===== src/hdl/comp_pwm_pkg.sv =====
// shared constants and types for the complementary pwm output stage
package comp_pwm_pkg;

    // register indices; byte address is four times the index
    localparam logic [11:0] AUX_CONTROL_IDX = 12'h110;
    localparam logic [11:0] MAIN_CTRL_IDX   = 12'h111;
    localparam logic [11:0] TICK_CTRL_IDX   = 12'h112;
    localparam logic [11:0] PHASE_ONE_IDX   = 12'h113;
    localparam logic [11:0] PHASE_TWO_IDX   = 12'h114;
    localparam logic [11:0] STATUS_IDX      = 12'h115;
    localparam logic [11:0] AUX_CONTROL_ADDR = 12'h440;
    localparam logic [11:0] MAIN_CTRL_ADDR   = 12'h444;
    localparam logic [11:0] TICK_CTRL_ADDR   = 12'h448;
    localparam logic [11:0] PHASE_ONE_ADDR   = 12'h44c;
    localparam logic [11:0] PHASE_TWO_ADDR   = 12'h450;
    localparam logic [11:0] STATUS_ADDR      = 12'h454;

    // reset values
    localparam logic [7:0] REG_RESET = 8'h00;

    // main control field positions
    localparam int PHASE_ONE_EN_BIT = 0;
    localparam int PHASE_TWO_EN_BIT = 1;

    // axi response codes
    localparam logic [1:0] RESP_OKAY   = 2'h0;
    localparam logic [1:0] RESP_SLVERR = 2'h2;

    // dead band timing
    localparam int DEAD_STEP_NS  = 5;
    localparam int CLK_PERIOD_NS = 100;
    localparam int DEAD_CNT_W    = 2;

    // phase control register layout
    typedef struct packed {
        logic       outputInvert;
        logic       compTwoTermEnable;
        logic       compOneTermEnable;
        logic [4:0] phaseCount;
    } phaseCtrl_t;

    // auxiliary control register layout; top bit always zero
    typedef struct packed {
        logic       unused;
        logic [1:0] compModeSelect;
        logic [4:0] deadTimeSelect;
    } auxCtrl_t;

    // complementary mode select encodings, in field order
    typedef enum logic [1:0] {
        MODE_NORMAL,
        MODE_COMPARATOR,
        MODE_COUNTER,
        MODE_BOTH
    } compMode_t;

    // first-cycle tracking after shutdown or reset
    typedef enum logic {
        ST_STARTUP,
        ST_RUN
    } phaseState_t;

endpackage


===== src/hdl/dead_band_delay.sv =====
// delays the turn-on edge of one drive request by a cycle count
module dead_band_delay
    import comp_pwm_pkg::*;
(
    input  wire logic                  clk,
    input  wire logic                  nrst,
    input  wire logic                  req,        // wanted active level
    input  wire logic [DEAD_CNT_W-1:0] deadCycles, // turn-on delay
    output logic                       drive       // delayed active level
);

    logic [DEAD_CNT_W-1:0] wait_r; // cycles still to wait before turn-on

    // turn-off passes at once, turn-on waits out the dead time
    always_ff @(posedge clk) begin
        if (!nrst) begin
            wait_r <= '0;
            drive  <= 1'b0;
        end else if (!req) begin
            // reload so every turn-on starts a fresh wait
            wait_r <= deadCycles;
            drive  <= 1'b0;
        end else if (wait_r != '0) begin
            wait_r <= wait_r - 1'b1;
        end else begin
            drive <= 1'b1;
        end
    end

endmodule


===== src/hdl/comp_pwm_output.sv =====
// complementary pwm output stage with axi4-lite register access
//
// The implementer's own choice: the AXI4-Lite interface to the registers.
module comp_pwm_output
    import comp_pwm_pkg::*;
(
    input  wire logic        clk,
    input  wire logic        nrst,
    // axi4-lite slave
    input  wire logic [11:0] awaddr,
    input  wire logic        awvalid,
    output logic             awready,
    input  wire logic [31:0] wdata,
    input  wire logic [3:0]  wstrb,
    input  wire logic        wvalid,
    output logic             wready,
    output logic [1:0]       bresp,
    output logic             bvalid,
    input  wire logic        bready,
    input  wire logic [11:0] araddr,
    input  wire logic        arvalid,
    output logic             arready,
    output logic [31:0]      rdata,
    output logic [1:0]       rresp,
    output logic             rvalid,
    input  wire logic        rready,
    // pwm side
    input  wire logic [4:0]  pwmCount,           // free-running phase count
    input  wire logic        comparatorOneOut,   // comparator one result
    input  wire logic        comparatorTwoOut,   // comparator two result
    input  wire logic        shutdown,           // shutdown request, high
    output logic             phaseOneOut,        // phase one gate drive
    output logic             phaseTwoOut         // phase two gate drive
);

    ////////////////////////////////////////////////////////////////////////
    // register storage

    auxCtrl_t    auxCtrl_r;   // mode and dead time select
    logic [7:0]  mainCtrl_r;  // phase enables and system options
    logic [7:0]  tickCtrl_r;  // held for software, counter lives outside
    phaseCtrl_t  phaseOne_r;  // phase one start and terminations
    phaseCtrl_t  phaseTwo_r;  // phase two count and terminations

    logic        activeOne_r; // phase one interval in progress
    logic        activeTwo_r; // phase two interval, normal mode only
    phaseState_t state_r;     // first cycle after shutdown

    compMode_t   mode;        // decoded complementary mode
    logic        compOn;      // any complementary mode
    logic        startOne;    // phase one start match
    logic        startTwo;    // phase two start match, normal mode
    logic        cmpEndOne;   // enabled comparator ended phase one
    logic        cmpEndTwo;   // enabled comparator ended phase two
    logic        cntEnd;      // phase-two count match
    logic        endOne;      // phase one interval ends this cycle
    logic        reqOne;      // phase one drive request before dead band
    logic        reqTwo;      // phase two drive request before dead band
    logic        driveOne;    // phase one after dead band
    logic        driveTwo;    // phase two after dead band
    logic [7:0]  deadSum;     // rounding sum for the dead count
    logic [DEAD_CNT_W-1:0] deadCycles; // dead time in clock cycles

    ////////////////////////////////////////////////////////////////////////
    // axi4-lite slave

    logic        wrGo;        // address and data taken together
    logic        rdGo;        // read address taken
    logic        wrHit;       // write address decodes to a register
    logic [7:0]  rdValue;     // read mux result
    logic        rdHit;       // read address decodes to a register

    assign wrGo = awvalid && wvalid && !awready && !bvalid;
    assign rdGo = arvalid && !arready && !rvalid;

    // write address decode
    always_comb begin
        wrHit = 1'b1;
        if (awaddr == AUX_CONTROL_ADDR) begin
            wrHit = 1'b1;
        end else if (awaddr == MAIN_CTRL_ADDR) begin
            wrHit = 1'b1;
        end else if (awaddr == TICK_CTRL_ADDR) begin
            wrHit = 1'b1;
        end else if (awaddr == PHASE_ONE_ADDR) begin
            wrHit = 1'b1;
        end else if (awaddr == PHASE_TWO_ADDR) begin
            wrHit = 1'b1;
        end else if (awaddr == STATUS_ADDR) begin
            // status is read only, writes are ignored but answered
            wrHit = 1'b1;
        end else begin
            wrHit = 1'b0;
        end
    end

    // read address decode and data mux
    always_comb begin
        rdHit   = 1'b1;
        rdValue = 8'h00;
        if (araddr == AUX_CONTROL_ADDR) begin
            rdValue = {1'b0, auxCtrl_r[6:0]};
        end else if (araddr == MAIN_CTRL_ADDR) begin
            rdValue = mainCtrl_r;
        end else if (araddr == TICK_CTRL_ADDR) begin
            rdValue = tickCtrl_r;
        end else if (araddr == PHASE_ONE_ADDR) begin
            rdValue = phaseOne_r;
        end else if (araddr == PHASE_TWO_ADDR) begin
            rdValue = phaseTwo_r;
        end else if (araddr == STATUS_ADDR) begin
            rdValue = {4'h0, phaseTwoOut, phaseOneOut,
                       state_r == ST_STARTUP, activeOne_r};
        end else begin
            rdHit = 1'b0;
        end
    end

    // write channel handshake and response
    always_ff @(posedge clk) begin
        if (!nrst) begin
            awready <= 1'b0;
            wready  <= 1'b0;
            bvalid  <= 1'b0;
            bresp   <= RESP_OKAY;
        end else begin
            awready <= wrGo;
            wready  <= wrGo;
            if (wrGo) begin
                bvalid <= 1'b1;
                bresp  <= wrHit ? RESP_OKAY : RESP_SLVERR;
            end else if (bready) begin
                bvalid <= 1'b0;
            end
        end
    end

    // register writes; only the low byte lane carries data
    always_ff @(posedge clk) begin
        if (!nrst) begin
            auxCtrl_r  <= auxCtrl_t'(REG_RESET);
            mainCtrl_r <= REG_RESET;
            tickCtrl_r <= REG_RESET;
            phaseOne_r <= phaseCtrl_t'(REG_RESET);
            phaseTwo_r <= phaseCtrl_t'(REG_RESET);
        end else if (wrGo && wstrb[0]) begin
            if (awaddr == AUX_CONTROL_ADDR) begin
                // top bit is not stored, so it can never read back as one
                auxCtrl_r <= auxCtrl_t'({1'b0, wdata[6:0]});
            end else if (awaddr == MAIN_CTRL_ADDR) begin
                mainCtrl_r <= wdata[7:0];
            end else if (awaddr == TICK_CTRL_ADDR) begin
                tickCtrl_r <= wdata[7:0];
            end else if (awaddr == PHASE_ONE_ADDR) begin
                phaseOne_r <= phaseCtrl_t'(wdata[7:0]);
            end else if (awaddr == PHASE_TWO_ADDR) begin
                phaseTwo_r <= phaseCtrl_t'(wdata[7:0]);
            end
        end
    end

    // read channel handshake and data
    always_ff @(posedge clk) begin
        if (!nrst) begin
            arready <= 1'b0;
            rvalid  <= 1'b0;
            rdata   <= 32'h0000_0000;
            rresp   <= RESP_OKAY;
        end else begin
            arready <= rdGo;
            if (rdGo) begin
                rvalid <= 1'b1;
                rdata  <= {24'h00_0000, rdValue};
                rresp  <= rdHit ? RESP_OKAY : RESP_SLVERR;
            end else if (rready) begin
                rvalid <= 1'b0;
            end
        end
    end

    ////////////////////////////////////////////////////////////////////////
    // duty cycle start and termination

    assign mode      = compMode_t'(auxCtrl_r.compModeSelect);
    assign compOn    = (mode != MODE_NORMAL);
    assign startOne  = (pwmCount == phaseOne_r.phaseCount);
    assign startTwo  = (pwmCount == phaseTwo_r.phaseCount);
    assign cntEnd    = startTwo;
    assign cmpEndOne = (phaseOne_r.compOneTermEnable && comparatorOneOut) ||
                       (phaseOne_r.compTwoTermEnable && comparatorTwoOut);
    assign cmpEndTwo = (phaseTwo_r.compOneTermEnable && comparatorOneOut) ||
                       (phaseTwo_r.compTwoTermEnable && comparatorTwoOut);

    // termination source chosen by mode
    always_comb begin
        case (mode)
            MODE_COMPARATOR: endOne = cmpEndOne;
            MODE_COUNTER:    endOne = cntEnd;
            MODE_BOTH:       endOne = cntEnd || cmpEndOne;
            default:         endOne = cmpEndOne;
        endcase
    end

    // phase one interval; a termination in the start cycle wins, so a
    // comparator already high holds the output off for the whole period
    always_ff @(posedge clk) begin
        if (!nrst) begin
            activeOne_r <= 1'b0;
        end else if (shutdown || !mainCtrl_r[PHASE_ONE_EN_BIT]) begin
            activeOne_r <= 1'b0;
        end else if (endOne) begin
            activeOne_r <= 1'b0;
        end else if (startOne) begin
            activeOne_r <= 1'b1;
        end
    end

    // phase two interval, used only in normal two-phase operation
    always_ff @(posedge clk) begin
        if (!nrst) begin
            activeTwo_r <= 1'b0;
        end else if (shutdown || compOn ||
                     !mainCtrl_r[PHASE_TWO_EN_BIT]) begin
            activeTwo_r <= 1'b0;
        end else if (cmpEndTwo) begin
            activeTwo_r <= 1'b0;
        end else if (startTwo) begin
            activeTwo_r <= 1'b1;
        end
    end

    // start-up tracking: held until the first duty start after shutdown
    always_ff @(posedge clk) begin
        if (!nrst) begin
            state_r <= ST_STARTUP;
        end else begin
            case (state_r)
                ST_STARTUP: begin
                    if (!shutdown && startOne) begin
                        state_r <= ST_RUN;
                    end
                end
                default: begin
                    if (shutdown) begin
                        state_r <= ST_STARTUP;
                    end
                end
            endcase
        end
    end

    ////////////////////////////////////////////////////////////////////////
    // drive requests, dead band and polarity

    // complementary pair follows one interval; during the start-up
    // state phase one is still off, so phase two drives
    always_comb begin
        if (shutdown) begin
            reqOne = 1'b0;
            reqTwo = 1'b0;
        end else if (compOn) begin
            reqOne = activeOne_r;
            reqTwo = !activeOne_r && mainCtrl_r[PHASE_ONE_EN_BIT];
        end else begin
            reqOne = activeOne_r;
            reqTwo = activeTwo_r;
        end
    end

    // round the dead time up to whole clocks; normal mode has none
    assign deadSum = 8'(auxCtrl_r.deadTimeSelect) * 8'(DEAD_STEP_NS) +
                     8'(CLK_PERIOD_NS - 1);
    assign deadCycles = compOn ? DEAD_CNT_W'(deadSum / 8'(CLK_PERIOD_NS))
                               : '0;

    dead_band_delay u_delayOne (
        .clk        (clk),
        .nrst       (nrst),
        .req        (reqOne),
        .deadCycles (deadCycles),
        .drive      (driveOne)
    );

    dead_band_delay u_delayTwo (
        .clk        (clk),
        .nrst       (nrst),
        .req        (reqTwo),
        .deadCycles (deadCycles),
        .drive      (driveTwo)
    );

    // polarity applied last so the inactive level is the inverted one
    always_ff @(posedge clk) begin
        if (!nrst) begin
            phaseOneOut <= 1'b0;
            phaseTwoOut <= 1'b0;
        end else begin
            phaseOneOut <= driveOne ^ phaseOne_r.outputInvert;
            phaseTwoOut <= driveTwo ^ phaseTwo_r.outputInvert;
        end
    end

endmodule


===== config.mk =====
export PLATFORM = sky130hd
export DESIGN_NAME = comp_pwm_output
export DESIGN_NICKNAME = d
export VERILOG_FILES = /design/src/hdl/comp_pwm_pkg.sv /design/src/hdl/dead_band_delay.sv /design/src/hdl/comp_pwm_output.sv
export SDC_FILE = /design/constraint.sdc
export NUM_CORES = 1
export LEC_CHECK = 0
export ABC_AREA = 1
export BUFFER_PORTS_ARGS = -buffer_cell sky130_fd_sc_hd__buf_2
export CAP_MARGIN = 20
export CORE_ASPECT_RATIO = 1.2
export CORE_MARGIN = 3
export CORE_UTILIZATION = 40
export CTS_CLUSTER_SIZE = 40
export DETAILED_ROUTE_END_ITERATION = 10
export SLEW_MARGIN = 0
export SYNTH_ARGS = -nofsm -noshare
export SYNTH_HDL_FRONTEND = slang
export SYNTH_SLANG_ARGS = --single-unit

===== constraint.sdc =====
create_clock -name clk -period 6.1 [get_ports clk]
set_input_delay 0.305 -clock clk [delete_from_list [all_inputs] [get_ports clk]]
set_output_delay 0.305 -clock clk [all_outputs]
set_load 0.03 [all_outputs]

==> results.py <==
metrics = {
    "global_routing": {
        "first_global_vias": 3542,
        "grt_pass1_wl_microns": 16100,
        "grt_max_degree": 50,
        "globalRouteOverflowTotal": 0,
        "grt_usage": 0.189,
        "antenna_found_initial": 0,
    },
    "power_and_ir_drop": {
        "power.switching_uw": 245,
        "power.internal_uw": 737,
        "p_total_uw": 982,
        "p_comb_frac": 0.095,
        "p_seq_frac": 0.431,
        "p_per_area_mw_per_mm2": 220,
        "p_clk_frac": 0.474,
        "p_leak_nw": 1.98,
        "switching_share": 0.249,
        "irDropWorstVdd_v": 0.0000945,
    },
    "synthesis": {
        "synth-edff-count": 0,
        "ys_top_cells_by_count": "nand2_1, dfxtp_1, nand3_1",
        "synth_area_leaders": "dfxtp_1, nand2_1, nand3_1",
        "ys_ff_latch": 64,
        "synthArstFlopShare": 0,
        "syn_area_per_cell_sq_um": 6.91,
        "synth_top_area_frac": 0.328,
        "synth_area_leader_cell": "dfxtp_1",
        "synthFlopType": "dfxtp_1",
        "yosysWarningCount": 0,
        "synth.most_common_cell": "nand2_1",
        "ys_types": 40,
        "synth-seq-area-share": 0.328,
        "synthCells": 565,
        "syn_area_sq_mm": 0.00391,
    },
    "cells_and_area": {
        "layout.nets": 717,
        "synthToLayoutAreaGrowth_pct": 14.0,
        "drive_above_1_share": 0.184,
        "filler_cell_count": 940,
        "n_antenna_cell": 0,
        "final_area_sq_mm": 0.00445,
    },
    "sta": {
        "timing.setup.tns_ps": 0,
        "fin_worst_skew_ps": 4.88,
        "fin_crit_sh": 0.359,
        "rsz0062_at_grt": "false",
        "finalCriticalPeriod_ps": 2190,
        "relSlewSlack": 0.500,
        "setup_viol": 0,
        "max_freq_mhz": 457,
        "finalHoldViolCount": 0,
        "maxSlewViolCount": 0,
        "tightest_slew_ps": 747,
        "hold_ws_ps": 141,
    },
    "setup_path": {
        "r2r-start": "auxCtrl_r[2]$_SDFFE_PN0P_",
        "critPathLaunchType": "flip-flop",
        "cp_max_fo": 3,
        "path_class": "reg -> reg",
        "r2r_cells": 14,
        "crit_path_end": "u_delayOne.wait_r[1]$_SDFFE_PN0P_",
        "timing.rr.end": "u_delayOne.wait_r[1]$_SDFFE_PN0P_",
        "arrival_ps": 2400,
        "cp.required_ps": 6310,
        "crit_start": "auxCtrl_r[2]$_SDFFE_PN0P_",
        "r2r_slack_ps": 3910,
        "cp-end-kind": "flip-flop",
    },
    "clock_tree": {
        "clockBufferDepth": 2,
        "htreeDepth": 3,
        "clkLatencyLatePin_ps": 340,
        "cts_buffers": 9,
        "cts.sinks": 64,
        "cts_root_buffer": "clkbuf_8",
        "clk_pin_slew_worst_paths_ps": 70,
        "cts-resized-gates": 0,
        "cts_tree": "yes",
        "cts_setup_buffers": 0,
        "ctsHoldBuffers": 0,
    },
    "floorplan": {
        "start_util": 0.421,
        "placementRows": 38,
        "dieArea_sq_mm": 0.0110,
        "fp.dieH_microns": 114,
        "io_pins": 118,
        "coreArea_sq_mm": 0.00927,
        "die_w_microns": 96.2,
    },
    "routing": {
        "drt-initial-drc-count": 206,
        "firstDrtPassIters": 4,
        "wire_per_inst_microns": 13.3,
        "ant_nets": 0,
        "num_vias": 3688,
        "via_per_inst": 4.90,
        "routed_wl_microns": 9980,
        "drc": 0,
    },
    "run": {
        "maxCapViolations": 0,
    },
    "min_path": {
        "hold_start": "bready",
        "hp-class": "in -> reg",
    },
    "outcome": {
        "status": "finished clean",
    },
    "place": {
        "gp_congestion": 0.876,
        "hpwl_microns": 7630,
        "io_buffers": 64,
        "placed_cell_area_sq_mm": 0.00420,
    },
}
## worst min path at each step
stage / to / slack, ps / cells after the start
3_5_place_dp: rdata[4]$_SDFFE_PN0P_ / 450 / 2
5_1_grt: bvalid$_SDFFE_PN0P_ / 140 / 2
6_report: bvalid$_SDFFE_PN0P_ / 140 / 2
2_1_floorplan: bvalid$_SDFFE_PN0P_ / 410 / 1
4_1_cts: bvalid$_SDFFE_PN0P_ / 130 / 2
3_3_place_gp: state_r$_SDFF_PN0_ / 450 / 1
## metal layers
metal | GRT usage | wire length [microns]
met5 | 0 | 0
met4 | 0.0911 | 287
met3 | 0.0263 | 656
met2 | 0.310 | 4710
met1 | 0.240 | 4320
## cell usage in the layout, fill, tap and decap left out, types with 2 or more instances in the layout
master / instances
ha_1: 14
a21oi_2: 4
clkinv_2: 5
o21ai_0: 13
o21ai_1: 9
bufinv_16: 3
xor2_1: 5
nor4_2: 4
nand3_2: 6
nor4_1: 4
dfxtp_1: 64
nand2_2: 3
nand3b_1: 6
nand3_1: 55
o21a_1: 2
a21oi_1: 51
nor3_1: 5
nand4_1: 3
nor3_4: 2
nand2_1: 144
clkbuf_8: 11
inv_2: 8
or2_0: 2
conb_1: 26
nor3_2: 2
o21bai_1: 2
xnor2_1: 6
inv_1: 53
buf_2: 64
nor2_1: 45
## critical path, stage by stage, from the launching register on
cell	delay, ps
dfxtp_1	340
ha_1	300
ha_1	290
ha_1	310
nand2_1	80
inv_1	80
nand2_1	80
nand2_1	80
nand2_1	50
nand2_1	60
nand3_1	90
nand3_1	130
nand2_1	60
nand2_1	60
a21oi_1	50
## final cells by class
class	count	area [sq um]	share of cell area
inverter	65	249	0.0559
tap	120	150	0.0337
timing repair buffer	65	328	0.0736
clock inverter	5	103	0.0230
clock buffer	11	151	0.0340
multi-input combinational	422	2190	0.492
sequential	64	1280	0.288
## stage by stage
stage / util / instances / worst slack (ps)
5_1_grt: 0.480 / 752 / 3730
3_5_place_dp: 0.453 / 736 / 3920
2_1_floorplan: - / 590 / 4130
6_report: 0.480 / 752 / 3910
4_1_cts: 0.480 / 752 / 3910
3_3_place_gp: 0.453 / 736 / 3950
## power by group through the flow
stage | clock (mW) | combinational [mW] | sequential [mW]
2_1_floorplan | 0 | 0.0668 | 0.439
3_3_place_gp | 0 | 0.0928 | 0.433
3_5_place_dp | 0 | 0.0937 | 0.433
4_1_cts | 0.472 | 0.0941 | 0.423
5_1_grt | 0.486 | 0.103 | 0.423
6_report | 0.465 | 0.0935 | 0.423
## flip-flops by register name (all words and copies together) (netlist names)
| name | count |
|---|---|
| phaseOneOut | 1 |
| mode | 2 |
| phaseOne_r | 8 |
| activeTwo_r | 1 |
| rresp | 1 |
| rdata | 8 |
| u_delayTwo.drive | 1 |
| phaseTwo_r | 8 |
| u_delayOne.drive | 1 |
| u_delayTwo.wait_r | 2 |
| bvalid | 1 |
| auxCtrl_r | 5 |
| activeOne_r | 1 |
| bresp | 1 |
| state_r | 1 |
| mainCtrl_r | 8 |
| arready | 1 |
| wready | 1 |
| u_delayOne.wait_r | 2 |
| phaseTwoOut | 1 |
| rvalid | 1 |
| tickCtrl_r | 8 |
## cells by family after synthesis
family,share of synthesized area
flip-flops,0.328
AO/OA/AOI/OAI,0.120
other,0.000960
adder cells (fa/ha/maj),0.0500
buffers and inverters,0.135
XOR/XNOR,0.0247
AND/OR/NAND/NOR,0.341
Note: power is estimated with default switching activity, not from simulation.
